[src/core/vfs_defines.svh]
`ifndef VFS_DEFINES_SVH
`define VFS_DEFINES_SVH

// plane count and clocking
`define VFS_PLANES              2
`define VFS_CLOCK_HZ            50000000
`define VFS_PHASE_DIV_DEFAULT   50

// voltage code layout: off range and boot code mapping
`define VFS_OFF_CODE_LO         7'h7C
`define VFS_CODE_RESET          7'h7F
`define VFS_BOOT_CODE_BASE      7'h24

// timing counts in phase clock ticks
`define VFS_PREPG_OC_TICKS      1024
`define VFS_OPEN_LOOP_TICKS     8
`define VFS_CHAIN_STARTUP_TICKS 32

// flag synchroniser layout: number of synchronised comparator flags
`define VFS_FLAG_COUNT          23

`endif

[src/core/vfs_pkg.sv]
package vfs_pkg;

	// seven bit voltage code
	typedef logic [6:0] vfs_code_t;

	// phase daisy chain check states
	typedef enum logic [1:0] {
		CH_LAUNCH,
		CH_WAIT,
		CH_FAULT
	} vfs_chain_state_t;

endpackage : vfs_pkg

[src/core/vfs_supervisor.sv]
`timescale 1ns/1ps
`default_nettype none
`include "vfs_defines.svh"

module vfs_supervisor #(
	parameter int PHASE_DIV       = `VFS_PHASE_DIV_DEFAULT,
	parameter int PREPG_OC_TICKS  = `VFS_PREPG_OC_TICKS,
	parameter int OPEN_LOOP_TICKS = `VFS_OPEN_LOOP_TICKS,
	parameter int STARTUP_TICKS   = `VFS_CHAIN_STARTUP_TICKS
)(
	input  wire logic       clock,
	input  wire logic       rst,
	input  wire logic       enable,
	input  wire logic       platform_power_ok,
	input  wire logic       supply_above_94,
	input  wire logic       supply_lockout,
	input  wire logic [1:0] ea_high,
	input  wire logic [1:0] overvoltage_trip,
	input  wire logic [1:0] under_315,
	input  wire logic [1:0] out_spec_high,
	input  wire logic [1:0] in_regulation,
	input  wire logic [1:0] ss_above_3v9,
	input  wire logic [1:0] over_current,
	input  wire logic [1:0] sense_below_200mv,
	input  wire logic [1:0] open_line_cmp,
	input  wire logic [1:0] err_over_50mv,
	input  wire logic [1:0] dvid_down,
	input  wire logic [1:0] transition_active,
	input  wire logic [1:0] voltage_code_valid,
	input  wire logic [6:0] voltage_code,
	input  wire logic       serial_voltage_data,
	input  wire logic       serial_voltage_clock,
	input  wire logic       phase_chain_in,
	output var  logic       power_good_out,
	output var  logic [1:0] error_amp_pulldown,
	output var  logic [1:0] softstart_discharge,
	output var  logic [1:0] softstart_charge_en,
	output var  logic       osc_overvoltage_pin,
	output var  logic [1:0] current_share_drive,
	output var  logic [1:0] sense_test_pulse,
	output var  logic [1:0] overvoltage_fixed_sel,
	output var  logic       regulate_to_boot,
	output var  logic [1:0] boot_code,
	output var  logic       phase_clock_out,
	output var  logic       phase_chain_out,
	output var  logic [5:0] phase_count,
	output var  logic       chain_fault,
	output var  logic       supply_fault,
	output var  logic [1:0] overvoltage_fault,
	output var  logic [1:0] open_sense_fault,
	output var  logic [1:0] open_loop_fault
);

	// refuse parameter values the counters cannot serve
	generate
		if (PHASE_DIV < 2 || PREPG_OC_TICKS < 2 || OPEN_LOOP_TICKS < 2)
		begin : g_bad_params
			$error("vfs_supervisor: divider or tick counts too small");
		end
	endgenerate

	localparam int PLANES = `VFS_PLANES;
	localparam int NF     = `VFS_FLAG_COUNT;
	localparam int DIVW   = $clog2(PHASE_DIV);
	localparam int OCW    = $clog2(PREPG_OC_TICKS);
	localparam int ELW    = $clog2(OPEN_LOOP_TICKS);

	localparam logic [DIVW-1:0] DIV_LAST = DIVW'(PHASE_DIV - 1);
	localparam logic [DIVW-1:0] DIV_HALF = DIVW'(PHASE_DIV / 2);
	localparam logic [OCW-1:0]  OC_LAST  = OCW'(PREPG_OC_TICKS - 1);
	localparam logic [ELW-1:0]  EA_LAST  = ELW'(OPEN_LOOP_TICKS - 1);

	// comparator flags through a two stage synchroniser
	wire [NF-1:0] flag_raw = {enable, supply_above_94, supply_lockout, ea_high,
		overvoltage_trip, under_315, out_spec_high, in_regulation, ss_above_3v9,
		over_current, sense_below_200mv, open_line_cmp, err_over_50mv};
	logic [NF-1:0] sync_a;
	logic [NF-1:0] flag_s;

	always_ff @(posedge clock)
	begin
		if (rst)
		begin
			sync_a <= '0;
			flag_s <= '0;
		end
		else
		begin
			sync_a <= flag_raw;
			flag_s <= sync_a;
		end
	end

	// unpack the synchronised flags
	wire       en_s        = flag_s[22];
	wire       above94_s   = flag_s[21];
	wire       lockout_s   = flag_s[20];
	wire [1:0] ea_high_s   = flag_s[19:18];
	wire [1:0] ov_trip_s   = flag_s[17:16];
	wire [1:0] under_s     = flag_s[15:14];
	wire [1:0] spec_high_s = flag_s[13:12];
	wire [1:0] in_reg_s    = flag_s[11:10];
	wire [1:0] ss39_s      = flag_s[9:8];
	wire [1:0] oc_s        = flag_s[7:6];
	wire [1:0] below200_s  = flag_s[5:4];
	wire [1:0] open_line_s = flag_s[3:2];
	wire [1:0] err50_s     = flag_s[1:0];

	// phase clock divider, one-cycle tick per period
	logic [DIVW-1:0] div_cnt;
	logic            phase_tick;

	always_ff @(posedge clock)
	begin
		if (rst)
		begin
			div_cnt         <= '0;
			phase_tick      <= 1'b0;
			phase_clock_out <= 1'b0;
		end
		else
		begin
			div_cnt         <= (div_cnt == DIV_LAST) ? '0 : div_cnt + 1'b1;
			phase_tick      <= (div_cnt == DIV_LAST);
			phase_clock_out <= (div_cnt < DIV_HALF);
		end
	end

	// global state: enable edge, platform ok edge, supply latches
	logic en_q;
	logic platform_power_ok_q;
	logic supply_ok;
	logic ss_cleared;
	logic gen_fault;

	wire en_rise    = en_s && !en_q;
	wire platform_power_ok_fall = platform_power_ok_q && !platform_power_ok && en_s;
	wire boot_exit  = platform_power_ok && (|voltage_code_valid);
	wire [6:0] boot_voltage_code = `VFS_BOOT_CODE_BASE + {2'b00, boot_code, 3'b000};

	always_ff @(posedge clock)
	begin
		if (rst)
		begin
			en_q             <= 1'b0;
			platform_power_ok_q          <= 1'b0;
			supply_ok        <= 1'b0;
			ss_cleared       <= 1'b0;
			gen_fault        <= 1'b1;
			boot_code        <= 2'b00;
			regulate_to_boot <= 1'b0;
		end
		else
		begin
			en_q    <= en_s;
			platform_power_ok_q <= platform_power_ok;
			if (above94_s)
				supply_ok <= 1'b1;
			if (lockout_s)
				ss_cleared <= 1'b1;
			else if (en_rise)
				ss_cleared <= 1'b0;
			if (!en_s)
				gen_fault <= 1'b1;
			else if (en_rise)
				gen_fault <= 1'b0;
			if (en_rise)
				boot_code <= {serial_voltage_clock, serial_voltage_data};
			if (platform_power_ok_fall)
				regulate_to_boot <= 1'b1;
			else if (boot_exit)
				regulate_to_boot <= 1'b0;
		end
	end

	// per plane latches and counters
	logic [PLANES-1:0] ov_v;
	logic [PLANES-1:0] sense_v;
	logic [PLANES-1:0] loop_v;
	logic [PLANES-1:0] fixed_v;
	logic [PLANES-1:0] pg_kill;
	logic [PLANES-1:0] pg_ok;
	logic [PLANES-1:0] next_pulldown;
	logic [PLANES-1:0] next_discharge;
	logic [PLANES-1:0] next_charge;

	for (genvar p = 0; p < PLANES; p++)
	begin : g_plane
		logic [OCW-1:0]     oc_cnt;
		logic [ELW-1:0]     ea_cnt;
		logic               off_q;
		logic               ov_q;
		logic               sense_q;
		logic               loop_q;
		logic               oc_q;
		logic               fixed_q;
		logic               boot_up_q;
		vfs_pkg::vfs_code_t last_code;

		wire code_is_off = (voltage_code >= `VFS_OFF_CODE_LO);
		wire take_off    = voltage_code_valid[p] && code_is_off;
		wire take_on     = voltage_code_valid[p] && !code_is_off;
		wire oc_hit      = phase_tick && oc_s[p] && (oc_cnt == OC_LAST);
		wire ea_hit      = phase_tick && ea_high_s[p] && (ea_cnt == EA_LAST);
		wire masked      = transition_active[p] && !boot_up_q;

		always_ff @(posedge clock)
		begin
			if (rst)
			begin
				oc_cnt    <= '0;
				ea_cnt    <= '0;
				off_q     <= 1'b0;
				ov_q      <= 1'b0;
				sense_q   <= 1'b0;
				loop_q    <= 1'b0;
				oc_q      <= 1'b0;
				fixed_q   <= 1'b0;
				boot_up_q <= 1'b0;
				last_code <= `VFS_CODE_RESET;
			end
			else
			begin
				if (take_off)
					off_q <= 1'b1;
				else if (take_on)
					off_q <= 1'b0;
				if (take_on)
					last_code <= voltage_code;
				if (supply_ok && ov_trip_s[p])
					ov_q <= 1'b1;
				if (below200_s[p] && open_line_s[p])
					sense_q <= 1'b1;
				if (!ea_high_s[p])
					ea_cnt <= '0;
				else if (phase_tick && !ea_hit)
					ea_cnt <= ea_cnt + 1'b1;
				if (ea_hit)
					loop_q <= 1'b1;
				if (!oc_s[p] || power_good_out)
					oc_cnt <= '0;
				else if (phase_tick && !oc_hit)
					oc_cnt <= oc_cnt + 1'b1;
				if (oc_hit && !power_good_out)
					oc_q <= 1'b1;
				else if (en_rise)
					oc_q <= 1'b0;
				if (dvid_down[p] && err50_s[p])
					fixed_q <= 1'b1;
				else if (!err50_s[p])
					fixed_q <= 1'b0;
				if (platform_power_ok_fall)
					boot_up_q <= (boot_voltage_code < last_code);
				else if (boot_exit)
					boot_up_q <= 1'b0;
			end
		end

		// plane outputs and power good terms
		assign ov_v[p]    = ov_q;
		assign sense_v[p] = sense_q;
		assign loop_v[p]  = loop_q;
		assign fixed_v[p] = fixed_q;
		assign pg_ok[p]   = in_reg_s[p] && ss39_s[p];
		assign pg_kill[p] = (under_s[p] && !off_q && !masked)
			|| sense_q || loop_q || oc_q
			|| (boot_up_q && spec_high_s[p]);
		assign next_pulldown[p]  = off_q || ov_q || sense_q || loop_q || oc_q
			|| gen_fault;
		assign next_discharge[p] = off_q || sense_q || ss_cleared || gen_fault;
		assign next_charge[p]    = supply_ok && !gen_fault && !chain_fault && !off_q
			&& !ov_q && !sense_q && !loop_q && !oc_q && !ss_cleared;
	end

	// power good: latched once ready, dropped by any forcing condition
	wire force_low = !en_s || lockout_s || chain_fault || (|pg_kill);
	wire next_pg   = !force_low && (power_good_out || (&pg_ok));

	// registered outputs
	always_ff @(posedge clock)
	begin
		if (rst)
		begin
			power_good_out        <= 1'b0;
			error_amp_pulldown    <= 2'b11;
			softstart_discharge   <= 2'b11;
			softstart_charge_en   <= 2'b00;
			osc_overvoltage_pin   <= 1'b0;
			current_share_drive   <= 2'b00;
			sense_test_pulse      <= 2'b00;
			overvoltage_fixed_sel <= 2'b00;
			supply_fault          <= 1'b1;
			overvoltage_fault     <= 2'b00;
			open_sense_fault      <= 2'b00;
			open_loop_fault       <= 2'b00;
		end
		else
		begin
			power_good_out        <= next_pg;
			error_amp_pulldown    <= next_pulldown;
			softstart_discharge   <= next_discharge;
			softstart_charge_en   <= next_charge;
			osc_overvoltage_pin   <= |ov_v;
			current_share_drive   <= ov_v;
			sense_test_pulse      <= below200_s;
			overvoltage_fixed_sel <= fixed_v;
			supply_fault          <= !supply_ok;
			overvoltage_fault     <= ov_v;
			open_sense_fault      <= sense_v;
			open_loop_fault       <= loop_v;
		end
	end

	// phase daisy chain continuity and phase counting
	vfs_chain_check #(
		.STARTUP_TICKS   (STARTUP_TICKS)
	) u_chain (
		.clock           (clock),
		.rst             (rst),
		.phase_tick      (phase_tick),
		.phase_chain_in  (phase_chain_in),
		.phase_chain_out (phase_chain_out),
		.phase_count     (phase_count),
		.chain_fault     (chain_fault)
	);

endmodule : vfs_supervisor

`default_nettype wire

[src/core/vfs_chain_check.sv]
`timescale 1ns/1ps
`default_nettype none
`include "vfs_defines.svh"

module vfs_chain_check #(
	parameter int STARTUP_TICKS = `VFS_CHAIN_STARTUP_TICKS
)(
	input  wire logic       clock,
	input  wire logic       rst,
	input  wire logic       phase_tick,
	input  wire logic       phase_chain_in,
	output var  logic       phase_chain_out,
	output var  logic [5:0] phase_count,
	output var  logic       chain_fault
);

	generate
		if (STARTUP_TICKS < 1 || STARTUP_TICKS > 63)
		begin : g_bad_ticks
			$error("vfs_chain_check: STARTUP_TICKS out of range");
		end
	endgenerate

	localparam logic [5:0] START_LIMIT = 6'(STARTUP_TICKS);

	vfs_pkg::vfs_chain_state_t state;
	logic       in_q;
	logic       counted;
	logic       missed;
	logic [5:0] cnt;

	// return edge and miss window: startup window first, then learned count
	wire       ret_edge = phase_chain_in && !in_q;
	wire [5:0] limit    = counted ? phase_count : START_LIMIT;
	wire       timeout  = phase_tick && (cnt >= limit);

	// launch, wait for return, retry once, then latch the fault
	always_ff @(posedge clock)
	begin
		if (rst)
		begin
			state           <= vfs_pkg::CH_LAUNCH;
			in_q            <= 1'b0;
			counted         <= 1'b0;
			missed          <= 1'b0;
			cnt             <= 6'h00;
			phase_chain_out <= 1'b0;
			phase_count     <= 6'h00;
			chain_fault     <= 1'b0;
		end
		else
		begin
			in_q <= phase_chain_in;
			unique case (state)
				vfs_pkg::CH_LAUNCH:
				begin
					if (phase_tick)
					begin
						phase_chain_out <= 1'b1;
						cnt             <= 6'h00;
						state           <= vfs_pkg::CH_WAIT;
					end
				end
				vfs_pkg::CH_WAIT:
				begin
					if (phase_tick)
						phase_chain_out <= 1'b0;
					if (ret_edge)
					begin
						if (!counted)
						begin
							// phases from return timing
							phase_count <= (cnt == 6'h00) ? 6'h01 : cnt;
							counted     <= 1'b1;
						end
						missed <= 1'b0;
						state  <= vfs_pkg::CH_LAUNCH;
					end
					else if (timeout)
					begin
						if (missed)
						begin
							chain_fault <= 1'b1;
							state       <= vfs_pkg::CH_FAULT;
						end
						else
						begin
							missed <= 1'b1;
							state  <= vfs_pkg::CH_LAUNCH;
						end
					end
					else if (phase_tick)
						cnt <= cnt + 6'h01;
				end
				vfs_pkg::CH_FAULT:
				begin
					// cleared only by power-on reset
					chain_fault     <= 1'b1;
					phase_chain_out <= 1'b0;
				end
			endcase
		end
	end

endmodule : vfs_chain_check

`default_nettype wire

[config.mk]
export PLATFORM = sky130hd
export DESIGN_NAME = vfs_supervisor
export DESIGN_NICKNAME = d
export VERILOG_FILES = /design/src/core/vfs_pkg.sv /design/src/core/vfs_supervisor.sv /design/src/core/vfs_chain_check.sv
export VERILOG_INCLUDE_DIRS = /design/src /design/src/core
export SDC_FILE = /design/constraint.sdc
export NUM_CORES = 1
export LEC_CHECK = 0
export CAP_MARGIN = 10
export CORE_ASPECT_RATIO = 2
export CORE_MARGIN = 1.5
export CORE_UTILIZATION = 35
export DETAILED_ROUTE_END_ITERATION = 16
export DONT_BUFFER_PORTS = 1
export PLACE_DENSITY = 0.6
export SETUP_SLACK_MARGIN = 0.05
export SYNTH_ARGS = -nofsm -noshare
export SYNTH_HDL_FRONTEND = slang
export SYNTH_HIERARCHICAL = 1
export SYNTH_SLANG_ARGS = --single-unit
export TNS_END_PERCENT = 100
[constraint.sdc]
create_clock -name clock -period 3.8 [get_ports clock]
set_input_delay 0.76 -clock clock [delete_from_list [all_inputs] [get_ports clock]]
set_output_delay 0.76 -clock clock [all_outputs]
set_load 0.005 [all_outputs]
Yosys cells after proc, flatten, opt, wreduce, memory -nomap -nowiden
Index checks and enable logic that the tools add are counted.
{"block": "word_totals", "register_bits": 154, "latchBits": 0, "mem_bits_rw": 0, "romBits": 0, "input_bits": 42, "word_cells": 264, "mem_count": 0}
{"block": "op_classes", "add_sub_neg": 7, "multipliers": 0, "n_div": 0, "order_cmp": 5, "n_eq_ne": 16, "n_shift": 0, "muxes": 37, "bitwise_logic": 4, "n_reduce_logical": 144}
{"operator": "$logic_and 1x1->1", "n": 55}
{"operator": "$mux 6", "n": 6}
{"operator": "$logic_not 1->1", "n": 31}
{"operator": "$logic_or 1x1->1", "n": 30}
{"operator": "$mux 1", "n": 23}
{"operator": "$add 10x1->10 const B", "n": 2}
{"operator": "$eq 10x10->1 const B", "n": 2}
{"operator": "$reduce_bool 2->1", "n": 9}
{"operator": "$reduce_or 2->1", "n": 9}
{"operator": "$lt 7x7->1", "n": 2}
{"operator": "$add 6x1->6 const B", "n": 2}
{"operator": "$pmux 6 s2", "n": 1}
{"operator": "$mux 2", "n": 4}
{"operator": "$ne 2x1->1 const B", "n": 4}
{"operator": "$ne 2x2->1 const B", "n": 4}
{"operator": "$reduce_and 2->1", "n": 4}
{"operator": "$add 6x5->7 const A", "n": 1}
{"operator": "$ge 7x7->1 const B", "n": 1}
{"operator": "$add 3x1->3 const B", "n": 2}
{"operator": "$eq 3x3->1 const B", "n": 2}
{"operator": "$eq 6x6->1 const B", "n": 1}
{"operator": "$ge 6x6->1", "n": 1}
{"operator": "$logic_not 6->1", "n": 1}
{"operator": "$lt 6x5->1 const B", "n": 1}
{"operator": "other kinds (11)", "n": 15}

Logic depth before layout (Yosys ltp)
Gate-level depths: netlist (run 1).
{"block": "depth", "word_depth": 12, "depth_mapped": 8, "ltp_nobuf": 8}

Hierarchy
The synthesis (run 1) kept the hierarchy.
{"mod": "vfs_supervisor", "instances": 1, "cells_each": 475, "area_per_inst_um2": 4742.0, "seq_area_each_um2": 2702.6}
{"mod": "vfs_chain_check", "instances": 1, "cells_each": 127, "area_per_inst_um2": 1108.6, "seq_area_each_um2": 380.4}

Worst setup path before layout (run 1)
OpenSTA, ideal clock, no wires.
{"block": "synth_path", "path_kind": "reg-to-reg", "startpoint": "reg u_chain.counted", "endpoint": "reg u_chain.cnt[0]", "setup_time_ns": 0.122, "arrival_time_ns": 1.705, "required_ns": 3.678, "setup_slack_ns": 1.973, "stages_incl_launch_ff": 9, "n_path_buf": 0, "path_cell_list": "dfxtp_1 -> inv_1 -> nor2_1 -> ha_1 -> a21o_1 -> a2bb2oi_2 -> o31a_4 -> nor2_2 -> o311a_1"}
{"block": "synth_between", "elab_chain_cells": 5}
{"item": "from (decl)", "line": "vfs_chain_check.sv:28", "rtl": "logic counted;"}
{"item": "from (signal assigned)", "line": "vfs_chain_check.sv:44", "rtl": "counted <= 1'b0;"}
{"item": "from (signal assigned)", "line": "vfs_chain_check.sv:74", "rtl": "counted <= 1'b1;"}
{"item": "$mux 6", "line": "vfs_chain_check.sv:34", "rtl": "wire [5:0] limit = counted ? phase_count : START_LIMIT;"}
{"item": "$ge 6x6->1", "line": "vfs_chain_check.sv:35", "rtl": "wire timeout = phase_tick && (cnt >= limit);"}
{"item": "$logic_and 1x1->1", "line": "vfs_chain_check.sv:35"}
{"item": "$ne 2x2->1 (no line)"}
{"item": "$reduce_and 5->1 (no line)"}
{"item": "to (signal assigned)", "line": "vfs_chain_check.sv:93", "rtl": "cnt <= cnt + 6'h01;"}
{"item": "to (decl)", "line": "vfs_chain_check.sv:30", "rtl": "logic [5:0] cnt;"}
Every way passes these cells.
A chain may end at the register's enable or synchronous reset.

Final worst setup path (run 1)
{"block": "layout_path", "startpoint": "reg phase_tick", "endpoint": "reg u_chain.state[1]"}
{"block": "layout_between", "elab_chain_cells": 3}
{"item": "from (decl)", "line": "vfs_supervisor.sv:111", "rtl": "logic phase_tick;"}
{"item": "from (signal assigned)", "line": "vfs_supervisor.sv:124", "rtl": "phase_tick <= (div_cnt == DIV_LAST);"}
{"item": "$logic_and 1x1->1", "line": "vfs_chain_check.sv:35"}
{"item": "$ne 3x1->1 (no line)"}
{"item": "$reduce_and 3->1 (no line) (*)"}
{"item": "to (signal assigned)", "line": "vfs_chain_check.sv:42", "rtl": "state <= vfs_pkg::CH_LAUNCH;"}
{"item": "to (signal assigned)", "line": "vfs_chain_check.sv:61", "rtl": "state <= vfs_pkg::CH_WAIT;"}
{"item": "to (signal assigned)", "line": "vfs_chain_check.sv:77", "rtl": "state <= vfs_pkg::CH_LAUNCH;"}
{"item": "to (decl)", "line": "vfs_chain_check.sv:26", "rtl": "vfs_pkg::vfs_chain_state_t state;"}
Every way passes the cells marked *; elsewhere a longest branch is shown, timed or not.

==> reports/qor.csv, run 1 <==
stage,metric,value,unit
cts,CTS Buf Count,17,
global_routing,pin count of the biggest net entering global routing,118,
timing,Worst-Margin Slew,0.874,ns
cts,Bufs on Longest Clock Path,2,
timing,setup violators final,0,
setup_path,crit path buf inv count,0,
setup_path,crit path launch type,flop,
synthesis,Post-Syn Nets,668,
timing,Fin. Hold Viols,0,
layout,Inserted Diodes,0,
placed_design,dpl hpwl,8.86,mm
cts,clk sinks,154,
layout,layout cells sized above 1,6.81,%
global_routing,vias in the first global route,4312,
cts,number of gates resized after CTS,0,
route,via count,4226,
cts,CTS clock-pin slew for the worst setup and hold paths,0.06,ns
route,Residual DRC,0,
setup_path,family with the most delay on the worst path,flip-flops,
cts,Post CTS Setup Buffer Count,0,
synthesis,"Cell Area, Synth",5850,sq um
setup_path,Critical Path AT,2.46,ns
synthesis,Post-synth ARST share,0,%
cts,H-tree Lvls,4,
synthesis,Mapped Cells,602,
power_and_ir_drop,PnR Total Power,3.48,mW
timing,slew margin rel.,41.6,%
route,Final ANT Viol Nets,0,
synthesis,Mean Syn Cell Area,9.72,sq um
run,max cap viols,0,
placed_design,final RePlAce weighted congestion,0.832,
placed_design,port buffer count,0,
setup_path,crit path kind,flop to flop,
setup_path,worst endpoint required time,4.13,ns
route,Avg WL per Cell,15.0,um
synthesis,number of synthesized flops with an enable pin,0,
setup_path,cell breakdown of the critical path,nand3_2 -> o31ai_4 -> nand4_1 -> o22ai_1,
timing,final worst path period share,56.0,%
cts,CTS tree,built,
setup_path,Max Fanout on Critical Path,23,
synthesis,synth unique cells,60,
layout,Nets,671,
timing,Fmax achieved,470,MHz
global_routing,grt ovf,0,
cts,Worst-Skew Late Latency,0.42,ns
layout,"commonest non-fill, non-tap cells in the layout","dfxtp_1 (154), nor2b_1 (63), nand2_1 (52), nor2_1 (51), a21oi_1 (32)",
synthesis,post-synthesis sequential area ratio,52.7,%
route,DR iter-0 viols,164,
floorplan,initial core utilization,35.8,%
global_routing,first-pass GRT wire length,20.2,mm
worst_hold_path,worst hold path type,input pin to flop,
floorplan,# rows,66,
synthesis,Syn. warnings,6,
timing,Tmin final,2.13,ns
route,First-pass DRT Iterations,4,
synthesis,Synth Register Bits,154,
floorplan,io pins,75,
cts,CTS root buffer,clkbuf_16,
outcome,status,"complete, no violations",
synthesis,top_reg_cell synth,dfxtp_1,
global_routing,Total Routing Usage GR,15.0,%
timing,Clock Skew,0.00710,ns
layout,"commonest non-fill, non-tap cell in the layout",dfxtp_1,
global_routing,initial antenna violation count,0,
power_and_ir_drop,PwrDens,523,nW/um^2
timing,setup tns final,0,ns
cts,hold_buf cts,0,
setup_path,slowest CP cell,dfxtp_1,
floorplan,total core area,16400,sq um
setup_path,crit path capture type,flop,
floorplan,Die Area,17500,sq um
route,final WL,12.3,mm
power_and_ir_drop,Peak VDD IR,0.326,mV
setup_path,max incr delay on CP,0.89,ns
layout,Area growth syn-to-layout,13.6,%
power_and_ir_drop,Pleak,2.53,nW
floorplan,die height,186,um
route,via/cell ratio,5.15,
floorplan,Horiz. Die Dim,94.4,um
timing,RSZ-0062 raised after global routing,no,
timing,Final Max Slew Viols,0,
cells in the mapped netlist, drive strengths merged, types with 6 or more instances:
library cell | n | area (sq um)
nand2b | 14 | 87.6
o22ai | 6 | 37.5
nand3b | 11 | 82.6
nor2 | 52 | 198
o31ai | 6 | 63.8
o21ai | 16 | 80.1
nor3 | 9 | 45.0
a211oi | 6 | 45.0
a21oi | 32 | 160
nor2b | 63 | 394
clkbuf | 13 | 48.8
nand3 | 19 | 100
nand4 | 9 | 56.3
or3 | 7 | 43.8
dfxtp | 154 | 3080
xnor2 | 9 | 78.8
inv | 22 | 82.6
ha | 24 | 300
mux2i | 8 | 80.1
nand2 | 52 | 195
state kept, by name (all words and copies together), names as in the netlist, 6 cells and up:
name / flops
sync_a: 23
div_cnt: 6
flag_s: 23
g_plane.oc_cnt: 20
g_plane.last_code: 14
u_chain/phase_count: 6
u_chain/cnt: 6
g_plane.ea_cnt: 6
final timing paths:
kind	slack (ns)	to	from	cells after the start
max reg2reg	1.67	u_chain/state[1]	phase_tick	4
max	1.67	u_chain/state[1]	phase_tick	4
min	0.42	u_chain/phase_chain_out	rst	1
min reg2reg	0.42	g_plane[1].ov_q	flag_s[17]	1
area by class of cell:
type	count	area (sq um)
well taps	204	255
multi-input cells	410	2620
fillers	1591	9700
clock buffers	19	443
inverters	22	82.6
flip-flops and latches	154	3080
clock inverters	12	166
per-stage QoR:
stage | worst slack, ns | area, sq um | instances | hold slack, ns | utilization (%)
2_1_floorplan | 1.97 | 5850 | 602 | 0.403 | -
3_3_place_gp | 1.80 | 6040 | 790 | 0.406 | 36.9
3_5_place_dp | 1.74 | 6040 | 790 | 0.411 | 36.9
4_1_cts | 1.72 | 6650 | 821 | 0.395 | 40.6
5_1_grt | 1.55 | 6650 | 821 | 0.390 | 40.6
6_report | 1.67 | 6650 | 821 | 0.422 | 40.6
metal layers:
| metal | GRT usage, % | wire (um) | vias up |
|---|---|---|---|
| met5 | 0 | 0 | - |
| met2 | 26.5 | 6640 | 101 |
| met4 | 10.5 | 541 | 0 |
| met3 | 3.92 | 514 | 26 |
| li1 | - | - | 2097 |
| met1 | 15.0 | 4630 | 2002 |
cells by family (layout without fill, tap and decap cells):
kind of cell,after synthesis,count (layout),share of synthesized area (%)
xor+xnor,13,13,1.95
fa+ha+maj,24,24,5.13
mux,8,8,1.37
compound gates,102,102,12.3
flops,154,154,52.7
simple gates,263,263,24.0
buf+inv,38,53,2.59
power by group:
group	internal, mW	switching (mW)	leakage [nW]	total, mW
logic	0.0381	0.0376	0.981	0.0757
registers	1.66	0.0198	1.26	1.68
clock network	1.06	0.667	0.291	1.72
total	2.75	0.724	2.53	3.48
Note: power is estimated with default switching activity, not from simulation.
==> run 2, diff against run 1 <==
PLACE_DENSITY = 0.62   (was 0.6)
clock period = 1.8 ns   (was 3.8 ns; I/O delays follow)
==> reports/qor.csv, run 2 (synthesized netlist as in run 1, its figures left out) <==
stage,metric,value,unit,change
setup_path,family with the most delay on the worst path,compound AO/OA/AOI/OAI gates,,was flip-flops
timing,final worst-path setup slack,-0.0246,ns,was 1.67 ns
route,Final ANT Viol Nets,0,,unchanged
worst_hold_path,worst hold path type,input pin to flop,,unchanged
global_routing,pin count of the biggest net entering global routing,99,,was 118
placed_design,dpl hpwl,9.69,mm,was 8.86 mm
timing,Fin. Hold Viols,0,,unchanged
setup_path,crit path launch type,flop,,unchanged
placed_design,port buffer count,0,,unchanged
floorplan,# rows,66,,unchanged
route,via/cell ratio,5.10,,was 5.15
route,highest routed metal layer,met4,,unchanged
timing,Fin Hold WS,0.0245,ns,was 0.422 ns
placed_design,final RePlAce weighted congestion,0.881,,was 0.832
layout,"commonest non-fill, non-tap cells in the layout","dfxtp_1 (152), nor2b_1 (63), nor2_1 (51), nand2_1 (51), a21oi_1 (30)",,"was dfxtp_1 (154), nor2b_1 (63), nand2_1 (52), nor2_1 (51), a21oi_1 (32)"
cts,CTS Buf Count,17,,unchanged
power_and_ir_drop,PwrDens,1030,nW/um^2,was 523 nW/um^2
route,via count,4358,,"was 4,226"
outcome,violations in the final reports,negative setup slack,,
setup_path,cell breakdown of the critical path,inv_2 -> nor2_1 -> ha_1 -> a21o_1 -> a2bb2oi_4 -> o31a_4 -> nor2_4 -> o311a_1,,was nand3_2 -> o31ai_4 -> nand4_1 -> o22ai_1
setup_path,Max Fanout on Critical Path,6,,was 23
route,met3 WL post-DR,505,um,was 514 um
floorplan,die height,186,um,unchanged
setup_path,slowest CP cell,dfxtp_4,,was dfxtp_1
timing,Worst-Margin Slew,0.749,ns,was 0.874 ns
layout,Area growth syn-to-layout,19.1,%,was 13.6%
setup_path,CP Depth,8,,was 4
global_routing,grt ovf,0,,unchanged
timing,Final Max Slew Viols,0,,unchanged
layout,"commonest non-fill, non-tap cell in the layout",dfxtp_1,,unchanged
timing,Tmin final,1.82,ns,was 2.13 ns
power_and_ir_drop,Peak VDD IR,0.626,mV,was 0.326 mV
global_routing,Total Routing Usage GR,16.1,%,was 15.0%
layout,biggest regs,"flag_s: 23 flops, sync_a: 23 flops, g_plane.oc_cnt: 20 flops",,unchanged
outcome,status,"finished, violations left",,"was complete, no violations"
cts,CTS tree,built,,unchanged
route,Residual DRC,0,,unchanged
placed_design,Post-DP Area,6260,sq um,was 6040 sq um
cts,Bufs on Longest Clock Path,2,,unchanged
cts,CTS clock-pin slew for the worst setup and hold paths,0.07,ns,was 0.06 ns
timing,setup violators final,2,,was 0
timing,Fmax achieved,548,MHz,was 470 MHz
layout,Nets,704,,was 671
route,final WL,13.4,mm,was 12.3 mm
route,Met2 Wirelength,7.38,mm,was 6.64 mm
setup_path,worst endpoint required time,2.11,ns,was 4.13 ns
route,wire length on met1,5.01,mm,was 4.63 mm
timing,Clock Skew,0.00551,ns,was 0.00710 ns
timing,RSZ-0062 raised after global routing,yes,,was no
cts,clk sinks,154,,unchanged
timing,final worst path period share,101,%,was 56.0%
floorplan,total core area,16400,sq um,unchanged
cts,CTS root buffer,clkbuf_16,,unchanged
route,DR iter-0 viols,214,,was 164
setup_path,crit path capture type,flop,,unchanged
cts,Worst-Skew Late Latency,0.42,ns,about the same
setup_path,max incr delay on CP,0.37,ns,was 0.89 ns
floorplan,io pins,75,,unchanged
layout,layout cells sized above 1,13.2,%,was 6.81%
route,Avg WL per Cell,15.7,um,was 15.0 um
cts,H-tree Lvls,4,,unchanged
floorplan,initial core utilization,35.8,%,unchanged
global_routing,first-pass GRT wire length,21.6,mm,was 20.2 mm
floorplan,Horiz. Die Dim,94.4,um,unchanged
global_routing,vias in the first global route,4469,,"was 4,312"
setup_path,Critical Path AT,2.14,ns,was 2.46 ns
worst_hold_path,hold path depth,1,,unchanged
route,First-pass DRT Iterations,6,,was 4
layout,cell area after layout,6970,sq um,was 6650 sq um
run,max cap viols,0,,unchanged
floorplan,Die Area,17500,sq um,unchanged
layout,Inserted Diodes,0,,unchanged
timing,slew margin rel.,49.9,%,was 41.6%
global_routing,initial antenna violation count,0,,unchanged
setup_path,crit path kind,flop to flop,,unchanged
setup_path,crit path buf inv count,1,,was 0
setup_path,Register-to-Register Path Depth,8,,was 4
power_and_ir_drop,Pleak,2.72,nW,was 2.53 nW
## run 2: changes by cell type in the layout (fill, tap and decap cells not counted), moves of 3 or more
cell | before | now
dlygate4sd3_1 | 0 | 3
buf_4 | 0 | 28
bufinv_16 | 3 | 0
inv_8 | 0 | 5
clkinv_4 | 4 | 1
## run 2: report_power, final
group	internal [mW]	switching (mW)	leakage (nW)	total, mW
combinational	0.0891	0.0920	1.18	0.181
clock	1.85	1.58	0.284	3.43
sequential	3.50	0.0420	1.26	3.54
## run 2: what timing repair did
item / CTS / global route
hold buffers: 2 / 1
resized for setup: 12 / 3
pin swaps: 8 / 5
setup endpoints to repair: 9 / 10
cloned: 0 / 0
hold endpoints to repair: 16 / 1
buffers inserted: 0 / 1
## run 2: final timing paths
check,from,endpoint,slack [ns]
max reg2reg,u_chain/counted,u_chain/cnt[0],-0.02
max,u_chain/counted,u_chain/cnt[0],-0.02
min reg2reg,flag_s[16],g_plane[0].ov_q,0.43
min,rst,sync_a[8],0.02
## run 2: layout make-up
| type | count | area [sq um] |
|---|---|---|
| clock buffer | 17 | 425 |
| sequential | 154 | 3090 |
| tap | 204 | 255 |
| fill | 1607 | 9380 |
| multi-input combinational | 410 | 2700 |
| timing repair buffer | 33 | 263 |
| inverter | 22 | 82.6 |
| clock inverter | 15 | 154 |
## run 2: worst register-to-register path, delay by kind of cell, from the launching register on
family	cells	cell delay, ns
compound gates	4	0.90
flops	1	0.37
fa+ha+maj	1	0.31
simple gates	2	0.08
buf+inv	1	0.05
## run 2: metal layers
metal,GRT usage (%),up-vias
met1,15.6,2041
met3,3.68,34
li1,-,2167
met4,9.37,0
met5,0,-
met2,30.2,116
## run 2: metrics by stage
step	TNS, ns	std cells	power [mW]	utilization (%)	setup slack, ns
final	-0.0445	855	7.15	42.6	-0.0246
after global placement	-0.0115	819	3.78	38.3	-0.0115
after CTS	-0.0228	853	7.25	42.4	-0.0132
after floorplan	0	602	3.77	-	0.0596
after global routing	-0.637	855	7.40	42.6	-0.112
after detailed placement	-0.0433	819	3.79	38.3	-0.0407
